==> src/design/gpio_de_defs.svh <==
// register map, reset values and pin positions of gpio ports d and e
`ifndef GPIO_DE_DEFS_SVH
`define GPIO_DE_DEFS_SVH
// ****************************************
// register byte addresses
// ****************************************
`define GPIO_D_CON_ADDR 32'h56000030
`define GPIO_D_DAT_ADDR 32'h56000034
`define GPIO_D_PUP_ADDR 32'h56000038
`define GPIO_E_CON_ADDR 32'h56000040
`define GPIO_E_DAT_ADDR 32'h56000044
`define GPIO_E_PUP_ADDR 32'h56000048
// ****************************************
// reset values and writable masks
// ****************************************
`define GPIO_CON_RESET 32'h00000000
`define GPIO_DAT_RESET 16'h0000
`define GPIO_D_PUP_RESET 16'hf000
`define GPIO_E_PUP_RESET 16'h0000
`define GPIO_D_PUP_MASK 16'hffff
`define GPIO_E_PUP_MASK 16'h3fff
// ****************************************
// pin positions of shared functions
// ****************************************
`define GPIO_D_SS0_PIN 15
`define GPIO_D_SS1_PIN 14
`define GPIO_D_SPI1_CLK_PIN 10
`define GPIO_D_SPI1_MO_PIN 9
`define GPIO_D_SPI1_MI_PIN 8
`define GPIO_E_SDA_PIN 15
`define GPIO_E_SCL_PIN 14
`define GPIO_E_SPI0_CLK_PIN 13
`define GPIO_E_SPI0_MO_PIN 12
`define GPIO_E_SPI0_MI_PIN 11
`define GPIO_E_CARD_D0_PIN 7
`define GPIO_E_CARD_CMD_PIN 6
`define GPIO_E_CARD_CLK_PIN 5
`define GPIO_E_AUD_OUT_PIN 4
`define GPIO_E_AUD_IN_PIN 3
`define GPIO_E_CODEC_CLK_PIN 2
`define GPIO_E_BIT_CLK_PIN 1
`define GPIO_E_LR_CLK_PIN 0
`endif

==> src/design/gpio_de_pkg.sv <==
// types shared by the port d and e pin logic
package gpio_de_pkg;
  // two-bit pin function code
  typedef enum logic [1:0] {
    PIN_INPUT = 2'b00,
    PIN_OUTPUT = 2'b01,
    PIN_ALT_A = 2'b10,
    PIN_ALT_B = 2'b11
  } pinMode_t;
  // one peripheral drive: value and enable
  typedef struct packed {
    logic o;
    logic oe;
  } drive_t;
  // pad controls of one 16-pin port
  typedef struct packed {
    logic [15:0] out;
    logic [15:0] oe;
    logic [15:0] pullupEn;
  } padBus_t;
  // peripheral outputs towards the pads; lcdVideoData[n] is video bit n+8
  typedef struct packed {
    logic [15:0] lcdVideoData;
    drive_t spi1Clock;
    drive_t spi1MasterOut;
    drive_t spi1MasterIn;
    drive_t spi0Clock;
    drive_t spi0MasterOut;
    drive_t spi0MasterIn;
    drive_t twowireData;
    drive_t twowireClock;
    drive_t [3:0] cardData;
    drive_t cardCommand;
    drive_t cardClock;
    drive_t audioSerialOut;
    drive_t codecMasterClock;
    drive_t audioBitClock;
    drive_t audioLrClock;
  } periphOut_t;
  // pad levels routed back to the peripherals
  typedef struct packed {
    logic spi0SlaveSelect;
    logic spi1SlaveSelect;
    logic spi1Clock;
    logic spi1MasterOut;
    logic spi1MasterIn;
    logic spi0Clock;
    logic spi0MasterOut;
    logic spi0MasterIn;
    logic twowireData;
    logic twowireClock;
    logic [3:0] cardData;
    logic cardCommand;
    logic audioSerialIn;
    logic audioSerialInAlt;
    logic audioBitClock;
    logic audioLrClock;
  } periphIn_t;
  // level a peripheral sees while no pin is routed to it
  localparam periphIn_t PERIPH_IN_IDLE = '{spi0SlaveSelect: 1'b1, spi1SlaveSelect: 1'b1,
    twowireData: 1'b1, twowireClock: 1'b1, default: '0};
endpackage

==> src/design/gpio_pin_cell.sv <==
// one pad: function mux, open-drain option and registered pad controls
`timescale 1ns/100ps
module gpio_pin_cell #(
  parameter bit OPEN_DRAIN = 1'b0,
  parameter bit HAS_PULLUP = 1'b1
) (
  input logic sys_clk,
  input logic nrst,
  input gpio_de_pkg::pinMode_t mode,
  input logic dataBit,
  input gpio_de_pkg::drive_t altA,
  input gpio_de_pkg::drive_t altB,
  input logic pullupDis,
  output logic padOut_q,
  output logic padOe_q,
  output logic padPullupEn_q
);
  logic padOut_d;
  logic padOe_d;

  // function select; input mode releases the pad
  always_comb begin
    padOut_d = 1'b0;
    padOe_d = 1'b0;
    case (mode)
      gpio_de_pkg::PIN_INPUT: padOe_d = 1'b0;
      gpio_de_pkg::PIN_OUTPUT: begin
        padOut_d = dataBit;
        padOe_d = 1'b1;
      end
      gpio_de_pkg::PIN_ALT_A: begin
        padOut_d = altA.o;
        padOe_d = altA.oe;
      end
      gpio_de_pkg::PIN_ALT_B: begin
        padOut_d = altB.o;
        padOe_d = altB.oe;
      end
      default: padOe_d = 1'b0;
    endcase
    // open-drain pads only ever pull low
    if (OPEN_DRAIN) begin
      padOe_d = padOe_d & ~padOut_d;
      padOut_d = 1'b0;
    end
  end

  // registered so that pad controls never glitch while the mux settles
  always_ff @(posedge sys_clk or negedge nrst) begin
    if (!nrst) begin
      padOut_q <= 1'b0;
      padOe_q <= 1'b0;
      padPullupEn_q <= 1'b0;
    end else begin
      padOut_q <= padOut_d;
      padOe_q <= padOe_d;
      padPullupEn_q <= HAS_PULLUP & ~pullupDis;
    end
  end
endmodule

==> src/design/gpio_port_regs.sv <==
// configuration, data and pull-up disable registers of one port
`timescale 1ns/100ps
`include "gpio_de_defs.svh"
module gpio_port_regs #(
  parameter logic [15:0] PUP_RESET = `GPIO_D_PUP_RESET,
  parameter logic [15:0] PUP_MASK = `GPIO_D_PUP_MASK
) (
  input logic sys_clk,
  input logic nrst,
  input logic wrCon,
  input logic wrDat,
  input logic wrPup,
  input logic [31:0] wdata,
  output logic [31:0] con_q,
  output logic [15:0] dat_q,
  output logic [15:0] pup_q
);
  // all pins come up as inputs
  always_ff @(posedge sys_clk or negedge nrst) begin
    if (!nrst) begin
      con_q <= `GPIO_CON_RESET;
    end else if (wrCon) begin
      con_q <= wdata;
    end
  end

  // reset value is a choice; software must not rely on it
  always_ff @(posedge sys_clk or negedge nrst) begin
    if (!nrst) begin
      dat_q <= `GPIO_DAT_RESET;
    end else if (wrDat) begin
      dat_q <= wdata[15:0];
    end
  end

  // bits without a pull-up stay zero
  always_ff @(posedge sys_clk or negedge nrst) begin
    if (!nrst) begin
      pup_q <= PUP_RESET;
    end else if (wrPup) begin
      pup_q <= wdata[15:0] & PUP_MASK;
    end
  end
endmodule

==> src/design/gpio_ports_d_e_pin_mux.sv <==
// gpio ports d and e: apb registers, pin function mux and input routing
//
// The implementer's own choice: the APB register port.
`timescale 1ns/100ps
`include "gpio_de_defs.svh"
module gpio_ports_d_e_pin_mux (
  input logic sys_clk,
  input logic nrst,
  input logic psel,
  input logic penable,
  input logic pwrite,
  input logic [31:0] paddr,
  input logic [31:0] pwdata,
  output logic [31:0] prdata,
  output logic pready,
  output logic pslverr,
  input logic [15:0] padInD,
  input logic [15:0] padInE,
  output gpio_de_pkg::padBus_t padD,
  output gpio_de_pkg::padBus_t padE,
  input gpio_de_pkg::periphOut_t periphOut,
  output gpio_de_pkg::periphIn_t periphIn
);
  logic [31:0] conD;
  logic [31:0] conE;
  logic [15:0] datD;
  logic [15:0] datE;
  logic [15:0] pupD;
  logic [15:0] pupE;
  logic [15:0] datRdD;
  logic [15:0] datRdE;
  logic [15:0] outModeD;
  logic [15:0] inModeD;
  logic [31:0] rdData;
  logic addrHit;
  logic accessWait;
  logic commit;
  logic pready_q;
  logic pslverr_q;
  logic [31:0] prdata_q;
  gpio_de_pkg::pinMode_t modeD [16];
  gpio_de_pkg::pinMode_t modeE [16];
  gpio_de_pkg::drive_t [15:0] altAD;
  gpio_de_pkg::drive_t [15:0] altBD;
  gpio_de_pkg::drive_t [15:0] altAE;
  gpio_de_pkg::drive_t [15:0] altBE;
  gpio_de_pkg::periphIn_t perIn_q;
  wire [15:0] padOutD;
  wire [15:0] padOeD;
  wire [15:0] padPuD;
  wire [15:0] padOutE;
  wire [15:0] padOeE;
  wire [15:0] padPuE;

  // ****************************************
  // apb slave
  // ****************************************

  // one wait state: data is latched in the first access cycle
  assign accessWait = psel & penable & ~pready_q;
  // a write lands only at the edge that completes the transfer
  assign commit = psel & penable & pready_q & pwrite;

  always_ff @(posedge sys_clk or negedge nrst) begin
    if (!nrst) begin
      pready_q <= 1'b0;
    end else begin
      pready_q <= accessWait;
    end
  end

  // read data and error stand only while pready is high
  always_ff @(posedge sys_clk or negedge nrst) begin
    if (!nrst) begin
      prdata_q <= 32'h00000000;
      pslverr_q <= 1'b0;
    end else if (accessWait) begin
      prdata_q <= pwrite ? 32'h00000000 : rdData;
      pslverr_q <= ~addrHit;
    end else begin
      prdata_q <= 32'h00000000;
      pslverr_q <= 1'b0;
    end
  end

  assign prdata = prdata_q;
  assign pready = pready_q;
  assign pslverr = pslverr_q;

  // address decode and read mux; unmapped reads return zero
  always_comb begin
    rdData = 32'h00000000;
    addrHit = 1'b1;
    case (paddr)
      `GPIO_D_CON_ADDR: rdData = conD;
      `GPIO_D_DAT_ADDR: rdData = {16'h0000, datRdD};
      `GPIO_D_PUP_ADDR: rdData = {16'h0000, pupD};
      `GPIO_E_CON_ADDR: rdData = conE;
      `GPIO_E_DAT_ADDR: rdData = {16'h0000, datRdE};
      `GPIO_E_PUP_ADDR: rdData = {16'h0000, pupE};
      default: addrHit = 1'b0;
    endcase
  end

  // ****************************************
  // port registers
  // ****************************************

  gpio_port_regs #(.PUP_RESET(`GPIO_D_PUP_RESET), .PUP_MASK(`GPIO_D_PUP_MASK)) regsD (
    .sys_clk(sys_clk),
    .nrst(nrst),
    .wrCon(commit && paddr == `GPIO_D_CON_ADDR),
    .wrDat(commit && paddr == `GPIO_D_DAT_ADDR),
    .wrPup(commit && paddr == `GPIO_D_PUP_ADDR),
    .wdata(pwdata),
    .con_q(conD),
    .dat_q(datD),
    .pup_q(pupD)
  );

  gpio_port_regs #(.PUP_RESET(`GPIO_E_PUP_RESET), .PUP_MASK(`GPIO_E_PUP_MASK)) regsE (
    .sys_clk(sys_clk),
    .nrst(nrst),
    .wrCon(commit && paddr == `GPIO_E_CON_ADDR),
    .wrDat(commit && paddr == `GPIO_E_DAT_ADDR),
    .wrPup(commit && paddr == `GPIO_E_PUP_ADDR),
    .wdata(pwdata),
    .con_q(conE),
    .dat_q(datE),
    .pup_q(pupE)
  );

  // ****************************************
  // per-pin modes and data readback
  // ****************************************

  // output pins read back the data bit, all others the pad level
  for (genvar g = 0; g < 16; g++) begin : gModes
    assign modeD[g] = gpio_de_pkg::pinMode_t'(conD[2*g +: 2]);
    assign modeE[g] = gpio_de_pkg::pinMode_t'(conE[2*g +: 2]);
    assign datRdD[g] = (modeD[g] == gpio_de_pkg::PIN_OUTPUT) ? datD[g] : padInD[g];
    assign datRdE[g] = (modeE[g] == gpio_de_pkg::PIN_OUTPUT) ? datE[g] : padInE[g];
    assign outModeD[g] = (modeD[g] == gpio_de_pkg::PIN_OUTPUT);
    assign inModeD[g] = (modeD[g] == gpio_de_pkg::PIN_INPUT);
  end

  // ****************************************
  // alternate function drive
  // ****************************************

  // reserved and input-only functions leave the pad released
  always_comb begin
    altBD = '0;
    altAE = '0;
    altBE = '0;
    for (int i = 0; i < 16; i++) begin
      altAD[i] = '{o: periphOut.lcdVideoData[i], oe: 1'b1};
    end
    altBD[`GPIO_D_SPI1_CLK_PIN] = periphOut.spi1Clock;
    altBD[`GPIO_D_SPI1_MO_PIN] = periphOut.spi1MasterOut;
    altBD[`GPIO_D_SPI1_MI_PIN] = periphOut.spi1MasterIn;
    altAE[`GPIO_E_SDA_PIN] = periphOut.twowireData;
    altAE[`GPIO_E_SCL_PIN] = periphOut.twowireClock;
    altAE[`GPIO_E_SPI0_CLK_PIN] = periphOut.spi0Clock;
    altAE[`GPIO_E_SPI0_MO_PIN] = periphOut.spi0MasterOut;
    altAE[`GPIO_E_SPI0_MI_PIN] = periphOut.spi0MasterIn;
    for (int j = 0; j < 4; j++) begin
      altAE[`GPIO_E_CARD_D0_PIN + j] = periphOut.cardData[j];
    end
    altAE[`GPIO_E_CARD_CMD_PIN] = periphOut.cardCommand;
    altAE[`GPIO_E_CARD_CLK_PIN] = periphOut.cardClock;
    altAE[`GPIO_E_AUD_OUT_PIN] = periphOut.audioSerialOut;
    altAE[`GPIO_E_CODEC_CLK_PIN] = periphOut.codecMasterClock;
    altAE[`GPIO_E_BIT_CLK_PIN] = periphOut.audioBitClock;
    altAE[`GPIO_E_LR_CLK_PIN] = periphOut.audioLrClock;
  end

  // ****************************************
  // pad cells
  // ****************************************

  // the two-wire pads of port e are open-drain without a pull-up
  for (genvar g = 0; g < 16; g++) begin : gCells
    gpio_pin_cell #(.OPEN_DRAIN(1'b0), .HAS_PULLUP(1'b1)) cellD (
      .sys_clk(sys_clk),
      .nrst(nrst),
      .mode(modeD[g]),
      .dataBit(datD[g]),
      .altA(altAD[g]),
      .altB(altBD[g]),
      .pullupDis(pupD[g]),
      .padOut_q(padOutD[g]),
      .padOe_q(padOeD[g]),
      .padPullupEn_q(padPuD[g])
    );
    gpio_pin_cell #(.OPEN_DRAIN(g >= `GPIO_E_SCL_PIN), .HAS_PULLUP(g < `GPIO_E_SCL_PIN)) cellE (
      .sys_clk(sys_clk),
      .nrst(nrst),
      .mode(modeE[g]),
      .dataBit(datE[g]),
      .altA(altAE[g]),
      .altB(altBE[g]),
      .pullupDis(pupE[g]),
      .padOut_q(padOutE[g]),
      .padOe_q(padOeE[g]),
      .padPullupEn_q(padPuE[g])
    );
  end

  assign padD = {padOutD, padOeD, padPuD};
  assign padE = {padOutE, padOeE, padPuE};

  // ****************************************
  // peripheral input routing
  // ****************************************

  // pad level when the pin carries the wanted function, idle level otherwise
  function automatic logic route(gpio_de_pkg::pinMode_t m, gpio_de_pkg::pinMode_t want, logic pin, logic idle);
    return (m == want) ? pin : idle;
  endfunction

  localparam gpio_de_pkg::periphIn_t IDLE = gpio_de_pkg::PERIPH_IN_IDLE;
  localparam gpio_de_pkg::pinMode_t ALTA = gpio_de_pkg::PIN_ALT_A;
  localparam gpio_de_pkg::pinMode_t ALTB = gpio_de_pkg::PIN_ALT_B;

  // select0 may sit on two pins; port d is checked first
  always_ff @(posedge sys_clk or negedge nrst) begin
    if (!nrst) begin
      perIn_q <= gpio_de_pkg::PERIPH_IN_IDLE;
    end else begin
      perIn_q.spi0SlaveSelect <= route(modeD[`GPIO_D_SS0_PIN], ALTB, padInD[`GPIO_D_SS0_PIN],
        route(modeE[`GPIO_E_AUD_IN_PIN], ALTB, padInE[`GPIO_E_AUD_IN_PIN], IDLE.spi0SlaveSelect));
      perIn_q.spi1SlaveSelect <= route(modeD[`GPIO_D_SS1_PIN], ALTB, padInD[`GPIO_D_SS1_PIN],
        IDLE.spi1SlaveSelect);
      perIn_q.spi1Clock <= route(modeD[`GPIO_D_SPI1_CLK_PIN], ALTB, padInD[`GPIO_D_SPI1_CLK_PIN],
        IDLE.spi1Clock);
      perIn_q.spi1MasterOut <= route(modeD[`GPIO_D_SPI1_MO_PIN], ALTB, padInD[`GPIO_D_SPI1_MO_PIN],
        IDLE.spi1MasterOut);
      perIn_q.spi1MasterIn <= route(modeD[`GPIO_D_SPI1_MI_PIN], ALTB, padInD[`GPIO_D_SPI1_MI_PIN], IDLE.spi1MasterIn);
      perIn_q.spi0Clock <= route(modeE[`GPIO_E_SPI0_CLK_PIN], ALTA, padInE[`GPIO_E_SPI0_CLK_PIN],
        IDLE.spi0Clock);
      perIn_q.spi0MasterOut <= route(modeE[`GPIO_E_SPI0_MO_PIN], ALTA, padInE[`GPIO_E_SPI0_MO_PIN],
        IDLE.spi0MasterOut);
      perIn_q.spi0MasterIn <= route(modeE[`GPIO_E_SPI0_MI_PIN], ALTA, padInE[`GPIO_E_SPI0_MI_PIN], IDLE.spi0MasterIn);
      perIn_q.twowireData <= route(modeE[`GPIO_E_SDA_PIN], ALTA, padInE[`GPIO_E_SDA_PIN], IDLE.twowireData);
      perIn_q.twowireClock <= route(modeE[`GPIO_E_SCL_PIN], ALTA, padInE[`GPIO_E_SCL_PIN], IDLE.twowireClock);
      for (int j = 0; j < 4; j++) begin
        perIn_q.cardData[j] <= route(modeE[`GPIO_E_CARD_D0_PIN + j], ALTA, padInE[`GPIO_E_CARD_D0_PIN + j],
          IDLE.cardData[j]);
      end
      perIn_q.cardCommand <= route(modeE[`GPIO_E_CARD_CMD_PIN], ALTA, padInE[`GPIO_E_CARD_CMD_PIN], IDLE.cardCommand);
      perIn_q.audioSerialIn <= route(modeE[`GPIO_E_AUD_IN_PIN], ALTA, padInE[`GPIO_E_AUD_IN_PIN],
        IDLE.audioSerialIn);
      perIn_q.audioSerialInAlt <= route(modeE[`GPIO_E_AUD_OUT_PIN], ALTB, padInE[`GPIO_E_AUD_OUT_PIN],
        IDLE.audioSerialInAlt);
      perIn_q.audioBitClock <= route(modeE[`GPIO_E_BIT_CLK_PIN], ALTA, padInE[`GPIO_E_BIT_CLK_PIN],
        IDLE.audioBitClock);
      perIn_q.audioLrClock <= route(modeE[`GPIO_E_LR_CLK_PIN], ALTA, padInE[`GPIO_E_LR_CLK_PIN], IDLE.audioLrClock);
    end
  end

  assign periphIn = perIn_q;
endmodule

==> config.mk <==
export PLATFORM = sky130hd
export DESIGN_NAME = gpio_ports_d_e_pin_mux
export DESIGN_NICKNAME = d
export VERILOG_FILES = /design/src/design/gpio_de_pkg.sv /design/src/design/gpio_pin_cell.sv /design/src/design/gpio_port_regs.sv /design/src/design/gpio_ports_d_e_pin_mux.sv
export VERILOG_INCLUDE_DIRS = /design/src /design/src/design
export SDC_FILE = /design/constraint.sdc
export NUM_CORES = 1
export LEC_CHECK = 0
export BUFFER_PORTS_ARGS = -buffer_cell sky130_fd_sc_hd__buf_2
export CAP_MARGIN = 40
export CORE_MARGIN = 1.5
export CORE_UTILIZATION = 51
export DETAILED_ROUTE_END_ITERATION = 10
export PLACE_DENSITY = 0.77
export SLEW_MARGIN = 0
export SYNTH_ARGS = -nofsm -noshare
export SYNTH_HDL_FRONTEND = slang
export SYNTH_SLANG_ARGS = --single-unit
==> constraint.sdc <==
create_clock -name sys_clk -period 1.9 [get_ports sys_clk]
set_input_delay 0.19 -clock sys_clk [delete_from_list [all_inputs] [get_ports sys_clk]]
set_output_delay 0.19 -clock sys_clk [all_outputs]
set_load 0.05 [all_outputs]
Word level (Yosys, flattened, before mapping)

Index checks and enable logic that the tools add are counted.

Bits in read-only memories: 0
Bits in registers: 271
Memories: 0
Bits in writable memories: 0
Bits in latches: 0
Bits of input ports: 153

Bitwise logic cells: 40
$lt $le $gt $ge: 0
Eq/ne operators: 102
Add/subtract/negate cells: 0
Mux-type cells: 121
Divide/modulo/power cells: 0
$mul: 0
Reductions and logical operators: 84
Shift operators: 0

Operator list:

| operator               | number |
|---|---|
| $eq A32 B31 Y1 const B | 6 |
| $pmux W32 S6           | 1 |
| $eq A2 B2 Y1 const B   | 64 |
| $reduce_or A2 Y1       | 44 |
| $pmux W1 S2            | 42 |
| $eq A2 B1 Y1 const B   | 32 |
| $logic_not A2 Y1       | 32 |
| $mux W32               | 2 |
| $pmux W1 S3            | 21 |
| $mux W1                | 55 |
| $not A1 Y1             | 34 |
| $and A1 B1 Y1          | 6 |
| $logic_and A1 B1 Y1    | 6 |
| $reduce_or A6 Y1       | 1 |
| $reduce_or A3 Y1       | 1 |

Depth between registers and ports, before layout

Word-level depth: 5
Mapped depth: 7
Depth with buffers taken out: 6

By module

From an unflattened synthesis, not the netlist that was laid out.

Cell total of the unflattened synthesis: 926
Area, all modules: 12,161.7 µm²

By module, submodules not included:

| module                               | cells an instance | area an instance (µm²) | times used |
|---|---|---|---|
| gpio_pin_cell (gCells[0].cellD ...)  | 10                | 117.6                  | 30 |
| gpio_ports_d_e_pin_mux               | 340               | 3,301.9                | 1 |
| gpio_port_regs (regsD)               | 136               | 2,648.8                | 1 |
| gpio_port_regs (regsE)               | 134               | 2,532.4                | 1 |
| gpio_pin_cell (gCells[14].cellE ...) | 8                 | 75.1                   | 2 |

Worst setup path before layout

Ideal clock, no wire load.

Kind: reg-to-reg
From: register pready_q, in the netlist pready
To: register regsD.con_q[8]
Arrival: 1.883 ns
Stages on the path, launching flop included: 6
Library setup time: 0.128 ns
Setup slack: -0.110 ns
Data required time: 1.772 ns
Period minus slack after synthesis: 2.010 ns
Cells stage by stage: dfrtp_1 -> nand2_1 -> nor2_1 -> nand3_1 -> buf_2 -> mux2_1

Word-level cells in the longest chain between the ends: 3

Ends and longest elaborated chain:

| element                              | line                         | RTL |
|---|---|---|
| start, declared                      | gpio_ports_d_e_pin_mux.sv:38 | `logic pready_q;` |
| start signal, assigned               | gpio_ports_d_e_pin_mux.sv:68 | `pready_q <= accessWait;` |
| $and A1 B1 Y1 (2 in series)          | gpio_ports_d_e_pin_mux.sv:62 | `assign commit = psel & penable & pready_q & pwrite;` |
| $logic_and A1 B1 Y1 (no source line) | --                           |  |
| end signal, assigned                 | gpio_port_regs.sv:21         | `` con_q <= `GPIO_CON_RESET; `` |
| end signal, assigned                 | gpio_port_regs.sv:23         | `con_q <= wdata;` |
| end, declared                        | gpio_port_regs.sv:14         | `output logic [31:0] con_q,` |

No other way between the ends.
A chain may end at the register's enable or synchronous reset.

Worst setup path in the final report

From: register regsD.con_q[21]
To: register gCells[10].cellD.padOut_q

Word-level cells in the longest chain between the ends: 2

Ends and longest elaborated chain:

| element                                      | line                | RTL |
|---|---|---|
| $eq A2 B2 Y1 or $eq A2 B1 Y1 (tied branches) | gpio_pin_cell.sv:25 | `case (mode)` |
| $pmux W1 S3 *                                | gpio_pin_cell.sv:25 |  |
| net gCells[10].cellD.padOut_d                | gpio_pin_cell.sv:18 | `logic padOut_d;` |
| end signal, assigned                         | gpio_pin_cell.sv:55 | `padOut_q <= padOut_d;` |
| end, declared                                | gpio_pin_cell.sv:14 | `output logic padOut_q,` |

Mark *: on every way through the listed nets, which the timed path passes. The rest lies on a longest branch.

==> results.py <==
metrics = {
    "floorplanning": {
        "rows": 56,
        "die_y_um": 159,
        "dieArea_sq_um": 25100,
        "die_w_um": 159,
        "pin_count": 302,
        "initial_core_util": 0.522,
        "core_area_sq_um": 23600,
    },
    "drt": {
        "wl_per_cell_um": 19.4,
        "routed_via_density": 5.22,
        "ant_nets": 0,
        "drt_iter0_markers": 531,
        "routed_wl_mm": 33.6,
        "drt-pass1-iter-count": 7,
        "drc": 0,
        "via_count": 9062,
    },
    "worst_hold_path": {
        "hold_start": "periphOut[23]",
        "hp-class": "primary input to flop",
    },
    "clocking": {
        "cts_buffers": 27,
        "root_buffer": "clkbuf_16",
        "clock-sinks": 271,
        "cts_tree": "yes",
        "clk_latency_ns": 0.53,
        "clk_pin_slew_worst_paths_ns": 0.06,
        "clock_path_buffers": 3,
        "htreeDepth": 1,
    },
    "critical_path": {
        "crit_required_ns": 2.32,
        "critPathLaunchType": "flop",
        "crit_type": "flop to flop",
        "critPathMaxFanout": 5,
        "timing.rr.start": "regsD.con_q[21]$_DFFE_PN0P_",
        "worstPathArrival_ns": 2.25,
        "cp-end-kind": "flop",
        "critPathLaunch": "regsD.con_q[21]$_DFFE_PN0P_",
    },
    "grt": {
        "grt_pass1_vias": 9700,
        "antenna_found_initial": 0,
        "overflow": 0,
        "grt_usage": 0.273,
        "grt_pass1_wl_mm": 51.8,
        "grt_max_degree": 64,
    },
    "sta": {
        "finalSetupViolCount": 0,
        "finalWorstPathRequiredPeriod_ns": 1.83,
        "fin_worst_skew_ns": 0.00759,
        "drv_slew": 0,
        "max_slew_margin": 0.650,
        "fin_ws_ns": 0.0667,
        "fmax_mhz": 545,
        "worstMarginPinSlew_ns": 0.525,
        "hold_viol": 0,
        "fin_crit_sh": 0.965,
    },
    "finish": {
        "n_antenna_cell": 0,
        "fin_nets": 1623,
        "final_layout_size_suffix_gt1_frac": 0.363,
        "instances_no_fill": 1737,
        "fin_util": 0.673,
        "syn_to_final_growth_pct": 28.9,
    },
    "run": {
        "cap_violations": 0,
    },
    "power_and_ir_drop": {
        "peakVddDrop_v": 0.000527,
        "p_per_area_nw_per_um2": 736,
        "p_leak_nw": 8.04,
    },
    "yosys": {
        "async_flop_share": 1.00,
        "syn_area_per_cell_sq_um": 11.9,
        "yosysWarnings": 0,
        "synth-edff-count": 0,
        "synth-main-ff-cell": "dfrtp_1",
        "netlist_area_sq_um": 12300,
        "ys_seq_area_frac": 0.551,
        "ys_ff_latch": 271,
        "yosysUniqueCellTypes": 42,
        "netlist_instances": 1035,
    },
    "placed_design": {
        "gp_congestion": 0.854,
        "dp_cells": 1583,
        "portBuffers": 297,
        "hpwlAfterDp_mm": 22.2,
        "place_ws_ns": -0.118,
    },
    "outcome": {
        "outcome": "finished clean",
    },
}
-- synthesized netlist by cell type, types with 8 or more instances --
cell type	count	area share
a31oi_1	14	0.0071
ha_1	71	0.072
mux2_1	35	0.032
nor2_1	25	0.0076
buf_4	100	0.061
o21ai_0	41	0.017
clkbuf_1	9	0.0027
nand2_1	75	0.023
and2_1	15	0.0076
dfrtp_1	263	0.53
dfstp_2	8	0.017
mux2_2	87	0.079
mux2_4	10	0.012
a21oi_1	33	0.013
inv_1	135	0.041
buf_2	8	0.0032
a22oi_1	60	0.037
-- layer usage --
metal | vias up | wire length, um | share of wire | GRT usage
li1 | 4118 | - | - | -
met1 | 4489 | 13400 | 0.40 | 0.336
met2 | 360 | 17000 | 0.50 | 0.473
met3 | 95 | 2020 | 0.060 | 0.0514
met4 | 0 | 1210 | 0.036 | 0.106
met5 | - | 0 | 0 | 0
-- critical path, stage by stage (launching register included) --
cell           delay [ns]
dfrtp_1              0.42
inv_1                0.09
ha_1                 0.21
a222oi_1             0.35
dlygate4sd3_1        0.60
nor2_1               0.05
-- registers in the layout, indices dropped and copies added, names as in the netlist --
name	flops
gCells.cellD.padPullupEn_q	16
periphIn	19
gCells.cellE.padOe_q	16
gCells.cellD.padOe_q	16
pready	1
prdata	32
regsD.dat_q	16
gCells.cellE.padOut_q	14
regsE.con_q	32
regsD.pup_q	16
regsE.dat_q	16
gCells.cellE.padPullupEn_q	14
pslverr	1
gCells.cellD.padOut_q	16
regsE.pup_q	14
regsD.con_q	32
-- stage by stage --
| stage | hold WS (ns) | instance area, sq um | setup TNS [ns] | power [mW] |
|---|---|---|---|---|
| final | 0.0616 | 15900 | 0 | 11.7 |
| after global routing | 0.0504 | 15900 | -0.0137 | 12.1 |
| after CTS | 0.0159 | 15900 | 0 | 11.8 |
| after detailed placement | 0.186 | 14000 | -6.36 | 6.33 |
| after global placement | 0.185 | 14000 | -5.96 | 6.33 |
| after floorplan | -0.106 | 12400 | 0 | 5.97 |
-- timing repair --
item,CTS,global route
hold endpoints to repair,245,0
setup buffers,0,1
hold buffers,105,0
resized for setup,0,1
setup endpoints to repair,0,98
-- kinds of logic after synthesis --
logic type      share of synthesized area
buf+inv                             0.109
mux                                 0.124
flops                               0.551
compound gates                     0.0807
simple gates                       0.0628
fa+ha+maj                          0.0720
other cells                      0.000304
-- cell type report --
class                      count  area (sq um)
clock buffer                  43           826
clock inverter                 5          58.8
fill                        1705          7710
inverter                     135           507
multi-input combinational    513          4250
sequential                   271          6790
tap                          319           399
timing repair buffer         451          3070
-- worst paths after layout --
path	to	slack (ns)	cells after the start
max in group asynchronous	regsD.pup_q[14]$_DFFE_PN1P_	0.98	3
setup / recovery	gCells[10].cellD.padOut_q$_DFF_PN0_	0.07	5
min in group asynchronous	pslverr$_DFF_PN0_	0.20	2
hold / removal	gCells[15].cellE.padOe_q$_DFF_PN0_	0.06	3
setup reg to reg	gCells[10].cellD.padOut_q$_DFF_PN0_	0.07	5
hold reg to reg	gCells[8].cellE.padPullupEn_q$_DFF_PN0_	0.43	1
-- power breakdown --
part / switching [mW] / internal, mW / leakage, nW / total (mW)
registers: 0.00177 / 5.77 / 3.60 / 5.78
logic: 0.318 / 0.305 / 4.01 / 0.623
clock network: 2.20 / 3.10 / 0.429 / 5.30
total: 2.52 / 9.18 / 8.04 / 11.7
-- cells in the final DEF (no fill, tap or decap), types with 4 or more instances in the layout --
cell type	n
a21oi_1	33
a222oi_1	5
a22oi_1	60
a31oi_1	14
and2_1	15
buf_12	12
buf_2	296
buf_4	37
clkbuf_1	7
clkbuf_16	27
clkbuf_8	9
conb_1	4
dfrtp_1	262
dfstp_2	8
dlygate4sd3_1	105
ha_1	71
inv_1	135
mux2_1	35
mux2_2	87
mux2_4	10
nand2_1	75
nand3_2	6
nor2_1	24
o21ai_0	41
Note: power is estimated with default switching activity, not from simulation.
